--- config.mk ---
export PLATFORM = sky130hd
export DESIGN_NAME = secondary_clock_gating
export DESIGN_NICKNAME = d
export VERILOG_FILES = /design/src/clock_gating_pkg.sv /design/src/gate_if.sv /design/src/clock_stop_calc.sv /design/src/secondary_clock_gating.sv
export SDC_FILE = /design/constraint.sdc
export NUM_CORES = 1
export LEC_CHECK = 0
export BUFFER_PORTS_ARGS = -buffer_cell sky130_fd_sc_hd__buf_2
export CAP_MARGIN = 30
export CORE_MARGIN = 1
export CORE_UTILIZATION = 49
export DETAILED_ROUTE_END_ITERATION = 6
export PLACE_DENSITY = 0.87
export SLEW_MARGIN = 40
export SYNTH_ARGS = -nofsm -noshare
export SYNTH_HDL_FRONTEND = slang
export SYNTH_SLANG_ARGS = --single-unit
--- constraint.sdc ---
create_clock -name clock -period 1.3 [get_ports clock]
set_input_delay 0.26 -clock clock [delete_from_list [all_inputs] [get_ports clock]]
set_output_delay 0.26 -clock clock [all_outputs]
set_load 0.01 [all_outputs]
--- src/clock_gating_pkg.sv ---
package clock_gating_pkg;
   // ---------------------------------------------------------------
   // Configuration space offsets
   // ---------------------------------------------------------------
   localparam logic [7:0] OUTPUT_DISABLE_OFFSET = 8'hD8;
   localparam logic [7:0] SHED_SELECT_OFFSET    = 8'hD9;
   localparam logic [7:0] RUN_STATE_OFFSET      = 8'hDA;

   // ---------------------------------------------------------------
   // Field layout and reset values
   // ---------------------------------------------------------------
   localparam int         OUTPUT_COUNT          = 7;
   localparam int         REG_WIDTH             = 8;
   localparam int         STOPPED_BIT           = 0;
   localparam logic [7:0] OUTPUT_DISABLE_RESET  = 8'h00;
   localparam logic [7:0] SHED_SELECT_RESET     = 8'h00;
   localparam logic       RUN_STATE_RESET       = 1'h0;
   localparam logic [7:0] UNMAPPED_READ         = 8'h00;

   // ---------------------------------------------------------------
   // Slot power policy codes
   // ---------------------------------------------------------------
   typedef enum logic [2:0] {
      POLICY_IGNORE     = 3'h0,
      POLICY_OVERRIDE   = 3'h1,
      POLICY_SHED       = 3'h2,
      POLICY_SHED_OVRD  = 3'h3,
      POLICY_UNSUPP     = 3'h4
   } policy_t;
endpackage

--- src/gate_if.sv ---
// Carries the gating controls from the register side to the stop logic
interface gate_if #(
   parameter int N = 7
);
   logic [N-1:0] off;
   logic [N-1:0] shed;
   logic         shed_on;
   logic         d3_stop;
   logic [N-1:0] stop;

   modport ctl  (output off, output shed, output shed_on, output d3_stop,
                 input stop);
   modport calc (input off, input shed, input shed_on, input d3_stop,
                 output stop);
endinterface

--- src/clock_stop_calc.sv ---
module clock_stop_calc #(
   parameter int N = 7
) (
   gate_if.calc g
);
   // ---------------------------------------------------------------
   // Stop decision per output
   // ---------------------------------------------------------------
   // Direct disable, shedding when active, or D3 stop
   assign g.stop = g.off
                 | (g.shed & {N{g.shed_on}})
                 | {N{g.d3_stop}};
endmodule

--- src/secondary_clock_gating.sv ---
// Summary of operation
// - Disable register bits 6..0 each stop one clock output; reset clears them.
// - Bit 7 of disable and shed select registers reads zero, ignores writes.
// - Shed select bits stop outputs while policy 010/011 and power short.
// - Shed select has no effect under other policies or sufficient power.
// - Run state bit 0 reads 1 when all clocks stopped, follows hardware, resets 0.
// - Run state bits 7..1 always read zero.
// - Policy 010 sheds clocks; 011 sheds and asserts power override output.
// - With D3 stop enable set, clocks stop while the bridge is in D3.
// - Link reset, global reset or power-on reset restore all defaults.
module secondary_clock_gating #(
   parameter int N = clock_gating_pkg::OUTPUT_COUNT
) (
   input  wire logic         clock,
   input  wire logic         srst,
   input  wire logic         fundamental_link_reset_n,
   input  wire logic         global_reset_input_n,
   input  wire logic [7:0]   cfg_addr,
   input  wire logic         cfg_wr,
   input  wire logic [7:0]   cfg_wdata,
   input  wire logic         cfg_rd,
   output logic      [7:0]   cfg_rdata,
   input  wire logic [2:0]   slot_power_policy,
   input  wire logic         slot_power_short,
   input  wire logic         d3_clock_stop_enable,
   input  wire logic         d3_state,
   output logic      [N-1:0] secondary_clock_output_on,
   output logic              power_override_out
);
   // ---------------------------------------------------------------
   // Elaboration check
   // ---------------------------------------------------------------
   if (N < 1 || N > clock_gating_pkg::REG_WIDTH - 1) begin : g_bad_n
      $error("N must be between 1 and 7");
   end

   // ---------------------------------------------------------------
   // Reset pin synchronisers
   // ---------------------------------------------------------------
   logic [1:0] fundamental_link_reset_sync_r;
   logic [1:0] global_reset_input_sync_r;
   logic       any_reset;

   // Two stages each; only the second stage is read
   always_ff @(posedge clock) begin
      if (srst) begin
         fundamental_link_reset_sync_r <= 2'h3;
         global_reset_input_sync_r  <= 2'h3;
      end else begin
         fundamental_link_reset_sync_r <= {fundamental_link_reset_sync_r[0], fundamental_link_reset_n};
         global_reset_input_sync_r  <= {global_reset_input_sync_r[0], global_reset_input_n};
      end
   end

   // Power-on, link and global reset all restore defaults
   assign any_reset = srst | ~fundamental_link_reset_sync_r[1] | ~global_reset_input_sync_r[1];

   // ---------------------------------------------------------------
   // Registers and decode
   // ---------------------------------------------------------------
   logic [N-1:0] off_r;
   logic [N-1:0] off_nxt;
   logic [N-1:0] shed_r;
   logic [N-1:0] shed_nxt;
   logic         stopped_r;
   logic [7:0]   cfg_rdata_nxt;
   logic         hit_off;
   logic         hit_shed;
   logic         hit_run;
   logic         shed_on;
   logic         d3_stop;
   logic         all_stopped;
   logic [N-1:0] stop;
   logic [7:0]   off_read;
   logic [7:0]   shed_read;
   logic [7:0]   run_read;

   assign hit_off  = cfg_addr == clock_gating_pkg::OUTPUT_DISABLE_OFFSET;
   assign hit_shed = cfg_addr == clock_gating_pkg::SHED_SELECT_OFFSET;
   assign hit_run  = cfg_addr == clock_gating_pkg::RUN_STATE_OFFSET;

   // Only low N bits are stored; bit 7 is dropped on write
   assign off_nxt  = (cfg_wr && hit_off)  ? cfg_wdata[N-1:0] : off_r;
   assign shed_nxt = (cfg_wr && hit_shed) ? cfg_wdata[N-1:0] : shed_r;

   // Read images padded with zero above the stored bits
   assign off_read  = {{(8-N){1'b0}}, off_r};
   assign shed_read = {{(8-N){1'b0}}, shed_r};
   assign run_read  = {7'h00, stopped_r};

   // Read multiplexer, unmapped offsets return zero
   assign cfg_rdata_nxt = !cfg_rd  ? cfg_rdata :
                          hit_off  ? off_read  :
                          hit_shed ? shed_read :
                          hit_run  ? run_read  :
                          clock_gating_pkg::UNMAPPED_READ;

   // Shedding only under the two shedding policies with power short
   assign shed_on = slot_power_short
                  && (slot_power_policy == clock_gating_pkg::POLICY_SHED
                  || slot_power_policy == clock_gating_pkg::POLICY_SHED_OVRD);
   assign d3_stop = d3_clock_stop_enable && d3_state;
   assign all_stopped = &stop;

   // ---------------------------------------------------------------
   // Stop calculation
   // ---------------------------------------------------------------
   gate_if #(.N(N)) g ();
   assign g.off     = off_r;
   assign g.shed    = shed_r;
   assign g.shed_on = shed_on;
   assign g.d3_stop = d3_stop;
   assign stop      = g.stop;

   clock_stop_calc #(.N(N)) i_clock_stop_calc (
      .g (g.calc)
   );

   // Configuration registers
   always_ff @(posedge clock) begin
      if (any_reset) begin
         off_r  <= clock_gating_pkg::OUTPUT_DISABLE_RESET[N-1:0];
         shed_r <= clock_gating_pkg::SHED_SELECT_RESET[N-1:0];
      end else begin
         off_r  <= off_nxt;
         shed_r <= shed_nxt;
      end
   end

   // Output gates, status and read data
   always_ff @(posedge clock) begin
      if (any_reset) begin
         secondary_clock_output_on <= {N{1'b1}};
         stopped_r                 <= clock_gating_pkg::RUN_STATE_RESET;
         power_override_out        <= 1'b0;
         cfg_rdata                 <= 8'h00;
      end else begin
         secondary_clock_output_on <= ~stop;
         stopped_r                 <= all_stopped;
         power_override_out        <= slot_power_short
            && slot_power_policy == clock_gating_pkg::POLICY_SHED_OVRD;
         cfg_rdata                 <= cfg_rdata_nxt;
      end
   end
endmodule

==> flow_metrics.py <==
metrics = {
    "global_routing": {
        "antenna_found_initial": 0,
        "track_usage_pct": 23.8,
        "grt_overflow": 0,
        "grt_max_degree": 25,
        "grt_pass1_wl_um": 4850,
        "grt_pass1_vias": 1105,
    },
    "power_and_ir_drop": {
        "p_total_mw": 1.78,
        "peakVddDrop_uv": 1050,
        "intPower_mw": 1.37,
        "leakage_nw": 0.752,
        "switchingPower_mw": 0.403,
        "combPwrFrac_pct": 9.0,
        "pwr-share-seq_pct": 59.8,
        "pwr-share-clk_pct": 31.2,
        "powerDensity_nw_per_um2": 1070,
        "swShare_pct": 22.7,
    },
    "detailed_routing": {
        "m1WireLength_um": 1170,
        "routed_wl_um": 3050,
        "via_count": 1208,
        "wl_met2_um": 1600,
        "drt_iter0_drc": 31,
        "wire_per_inst_um": 13.9,
        "drtAntennaViolNets": 0,
        "drt_first_pass_iters": 4,
        "drc": 0,
        "drt-vias-per-instance": 5.49,
        "top_layer_used": "met4",
        "wl_met3_um": 179,
    },
    "hold_path": {
        "holdPathStages": 2,
        "min_path_type": "input pin to register",
    },
    "cts": {
        "hold_buffers": 0,
        "insertion_delay_ns": 0.33,
        "cts_tree": "done",
        "numCtsBuffers": 5,
        "clk_pin_slew_ns": 0.09,
        "cts.sinks": 34,
        "cts_max_level": 2,
        "clockRootBuffer": "clkbuf_4",
        "cts_setup_buffers": 0,
        "cts.path.max_buffers": 2,
    },
    "placement": {
        "gp_congestion": 0.823,
        "io_buffers": 41,
        "hpwl_um": 2270,
    },
    "floorplan": {
        "die_w_um": 55.2,
        "initial_core_util_pct": 54.0,
        "dieArea_sq_um": 3050,
        "io_pins": 44,
        "fp.dieH_um": 55.2,
        "core_area_sq_um": 2570,
        "placementRows": 18,
    },
    "setup_path": {
        "startpoint": "global_reset_input_sync_r[1]",
        "worstSetupPathType": "register to register",
        "r2r_cells": 3,
        "worstReg2RegStart": "global_reset_input_sync_r[1]",
        "arrival_ns": 1.39,
        "endpoint_kind": "register",
        "critPathRequiredTime_ns": 1.55,
        "setup.worst_path.end": "cfg_rdata[1]",
        "reg2reg_slack_ns": 0.16,
        "critPathLaunchType": "register",
        "rr_endpoint": "cfg_rdata[1]",
        "crit_path_max_fanout": 6,
    },
    "timing": {
        "max_freq_mhz": 876,
        "setup_viol": 0,
        "maxSlewViolCount": 0,
        "tns_ns": 0,
        "finalCritPeriodShare_pct": 87.8,
        "fin_crit_ns": 1.14,
        "rsz0062_at_grt": "false",
        "finalHoldViolCount": 0,
        "final.setup_skew_ns": 0.00585,
    },
    "synth": {
        "synth_nets": 175,
        "yosysWarnings": 0,
        "ys_ff_latch": 34,
        "synth.distinct_cells": 26,
        "synth.avg_cell_area_sq_um": 9.43,
        "netlist_instances": 147,
        "seq_area_frac_synth_pct": 49.1,
        "netlist_area_sq_um": 1390,
    },
    "outcome": {
        "status": "finished, final reports clean",
    },
    "finish": {
        "antennaDiodeCount": 0,
        "drive_gt1_share_pct": 32.6,
        "syn_to_final_growth_pct": 19.5,
        "nets": 219,
        "fillers": 225,
    },
    "flow_run": {
        "drv_cap": 0,
    },
}
[logic make-up after synthesis]
kind of cell	count (synthesis)	share of synthesized area (%)
AO/OA/AOI/OAI	36	14.3
AND/OR/NAND/NOR	59	26.0
flip-flops	34	49.1
other	1	0.270
buffers and inverters	10	5.23
multiplexers	7	5.05
[Yosys cell counts]
cell type   n  share of area (%)
o21ai_0    28                 10
nand3b_1    2                1.1
nor4_4      2                3.1
mux2i_1     7                5.1
a21o_1      6                3.2
or2_2       4                1.8
nand3_1    15                5.4
a211o_1     1               0.63
buf_2       3                1.1
a21oi_1     1               0.36
and3b_1     2                1.3
buf_4       2                1.1
nand2b_1    1               0.45
nor2_1      2               0.54
conb_1      1               0.27
nand2_1    23                6.2
and2_0      1               0.45
buf_6       3                2.4
nand4b_1    1               0.63
dfxtp_1    34                 49
clkbuf_2    1               0.36
nand4_1     2               0.90
and3_1      1               0.45
clkbuf_1    1               0.27
nand2b_4    2                2.0
nand4b_4    1                1.7
[placed cells by master, fill, tap and decap left out, types with 4 or more instances in the layout]
master	instances
buf_2	41
or2_2	4
clkbuf_4	5
a21o_1	6
dfxtp_1	34
o21ai_0	28
nand3_1	15
mux2i_1	7
buf_4	5
nand2_1	23
[final cells by class]
cell class,instances,area [sq um],share of cell area [%]
clock buffer,6,51.3,3.10
multi-input combinational,103,633,38.2
sequential,34,681,41.1
tap,30,37.5,2.27
timing repair buffer,47,254,15.3
[per-layer routing]
layer  track usage (%)  vias to the layer above
met2              41.2                       42
met3              9.56                       14
met1              24.8                      554
met4              11.7                        0
met5                 0                        -
li1                  -                      598
[worst max-delay path: stages, from the launching register on]
cell and delay [ns]:
dfxtp_1 0.33, and3b_1 0.27, nand4b_1 0.23, o21ai_0 0.23
[metrics by stage]
stage | area (sq um) | util, % | setup WS [ns] | hold WS, ns | std cells
finish | 1660 | 64.5 | 0.158 | 0.114 | 220
global route | 1660 | 64.5 | 0.0193 | 0.0989 | 220
CTS | 1650 | 64.4 | 0.134 | 0.110 | 220
detailed placement | 1600 | 62.4 | 0.00788 | 0.404 | 214
global placement | 1600 | 62.4 | 0.0893 | 0.392 | 214
floorplan | 1390 | - | 0.170 | 0.364 | 147
[sequential cells by signal, indices dropped and copies added, names as in the netlist]
signal	flops
g.shed	7
g.off	7
cfg_rdata	7
stopped_r	1
power_override_out	1
global_reset_input_sync_r	2
secondary_clock_output_on	7
fundamental_link_reset_sync_r	2
[repair_timing]
item,in CTS,in global routing
endpoints found under the setup margin,0,1
endpoints found under the hold margin,0,0
gates resized for setup,0,1
[power groups by stage]
| stage | registers, mW | logic [mW] | clock network [mW] |
|---|---|---|---|
| detailed placement | 1.09 | 0.156 | 0 |
| global route | 1.06 | 0.174 | 0.613 |
| global placement | 1.08 | 0.148 | 0 |
| CTS | 1.06 | 0.157 | 0.559 |
| finish | 1.06 | 0.160 | 0.554 |
| floorplan | 1.09 | 0.0825 | 0 |
[how the worst min path moves through the flow]
stage                                        to                        startpoint  slack (ns)
2_1_floorplan  fundamental_link_reset_sync_r[0]          fundamental_link_reset_n        0.36
3_3_place_gp   fundamental_link_reset_sync_r[1]  fundamental_link_reset_sync_r[0]        0.39
3_5_place_dp   fundamental_link_reset_sync_r[1]  fundamental_link_reset_sync_r[0]        0.40
4_1_cts        fundamental_link_reset_sync_r[0]          fundamental_link_reset_n        0.11
5_1_grt            global_reset_input_sync_r[0]              global_reset_input_n         0.1
6_report           global_reset_input_sync_r[0]              global_reset_input_n        0.11
(Power assumes the default switching activity.)
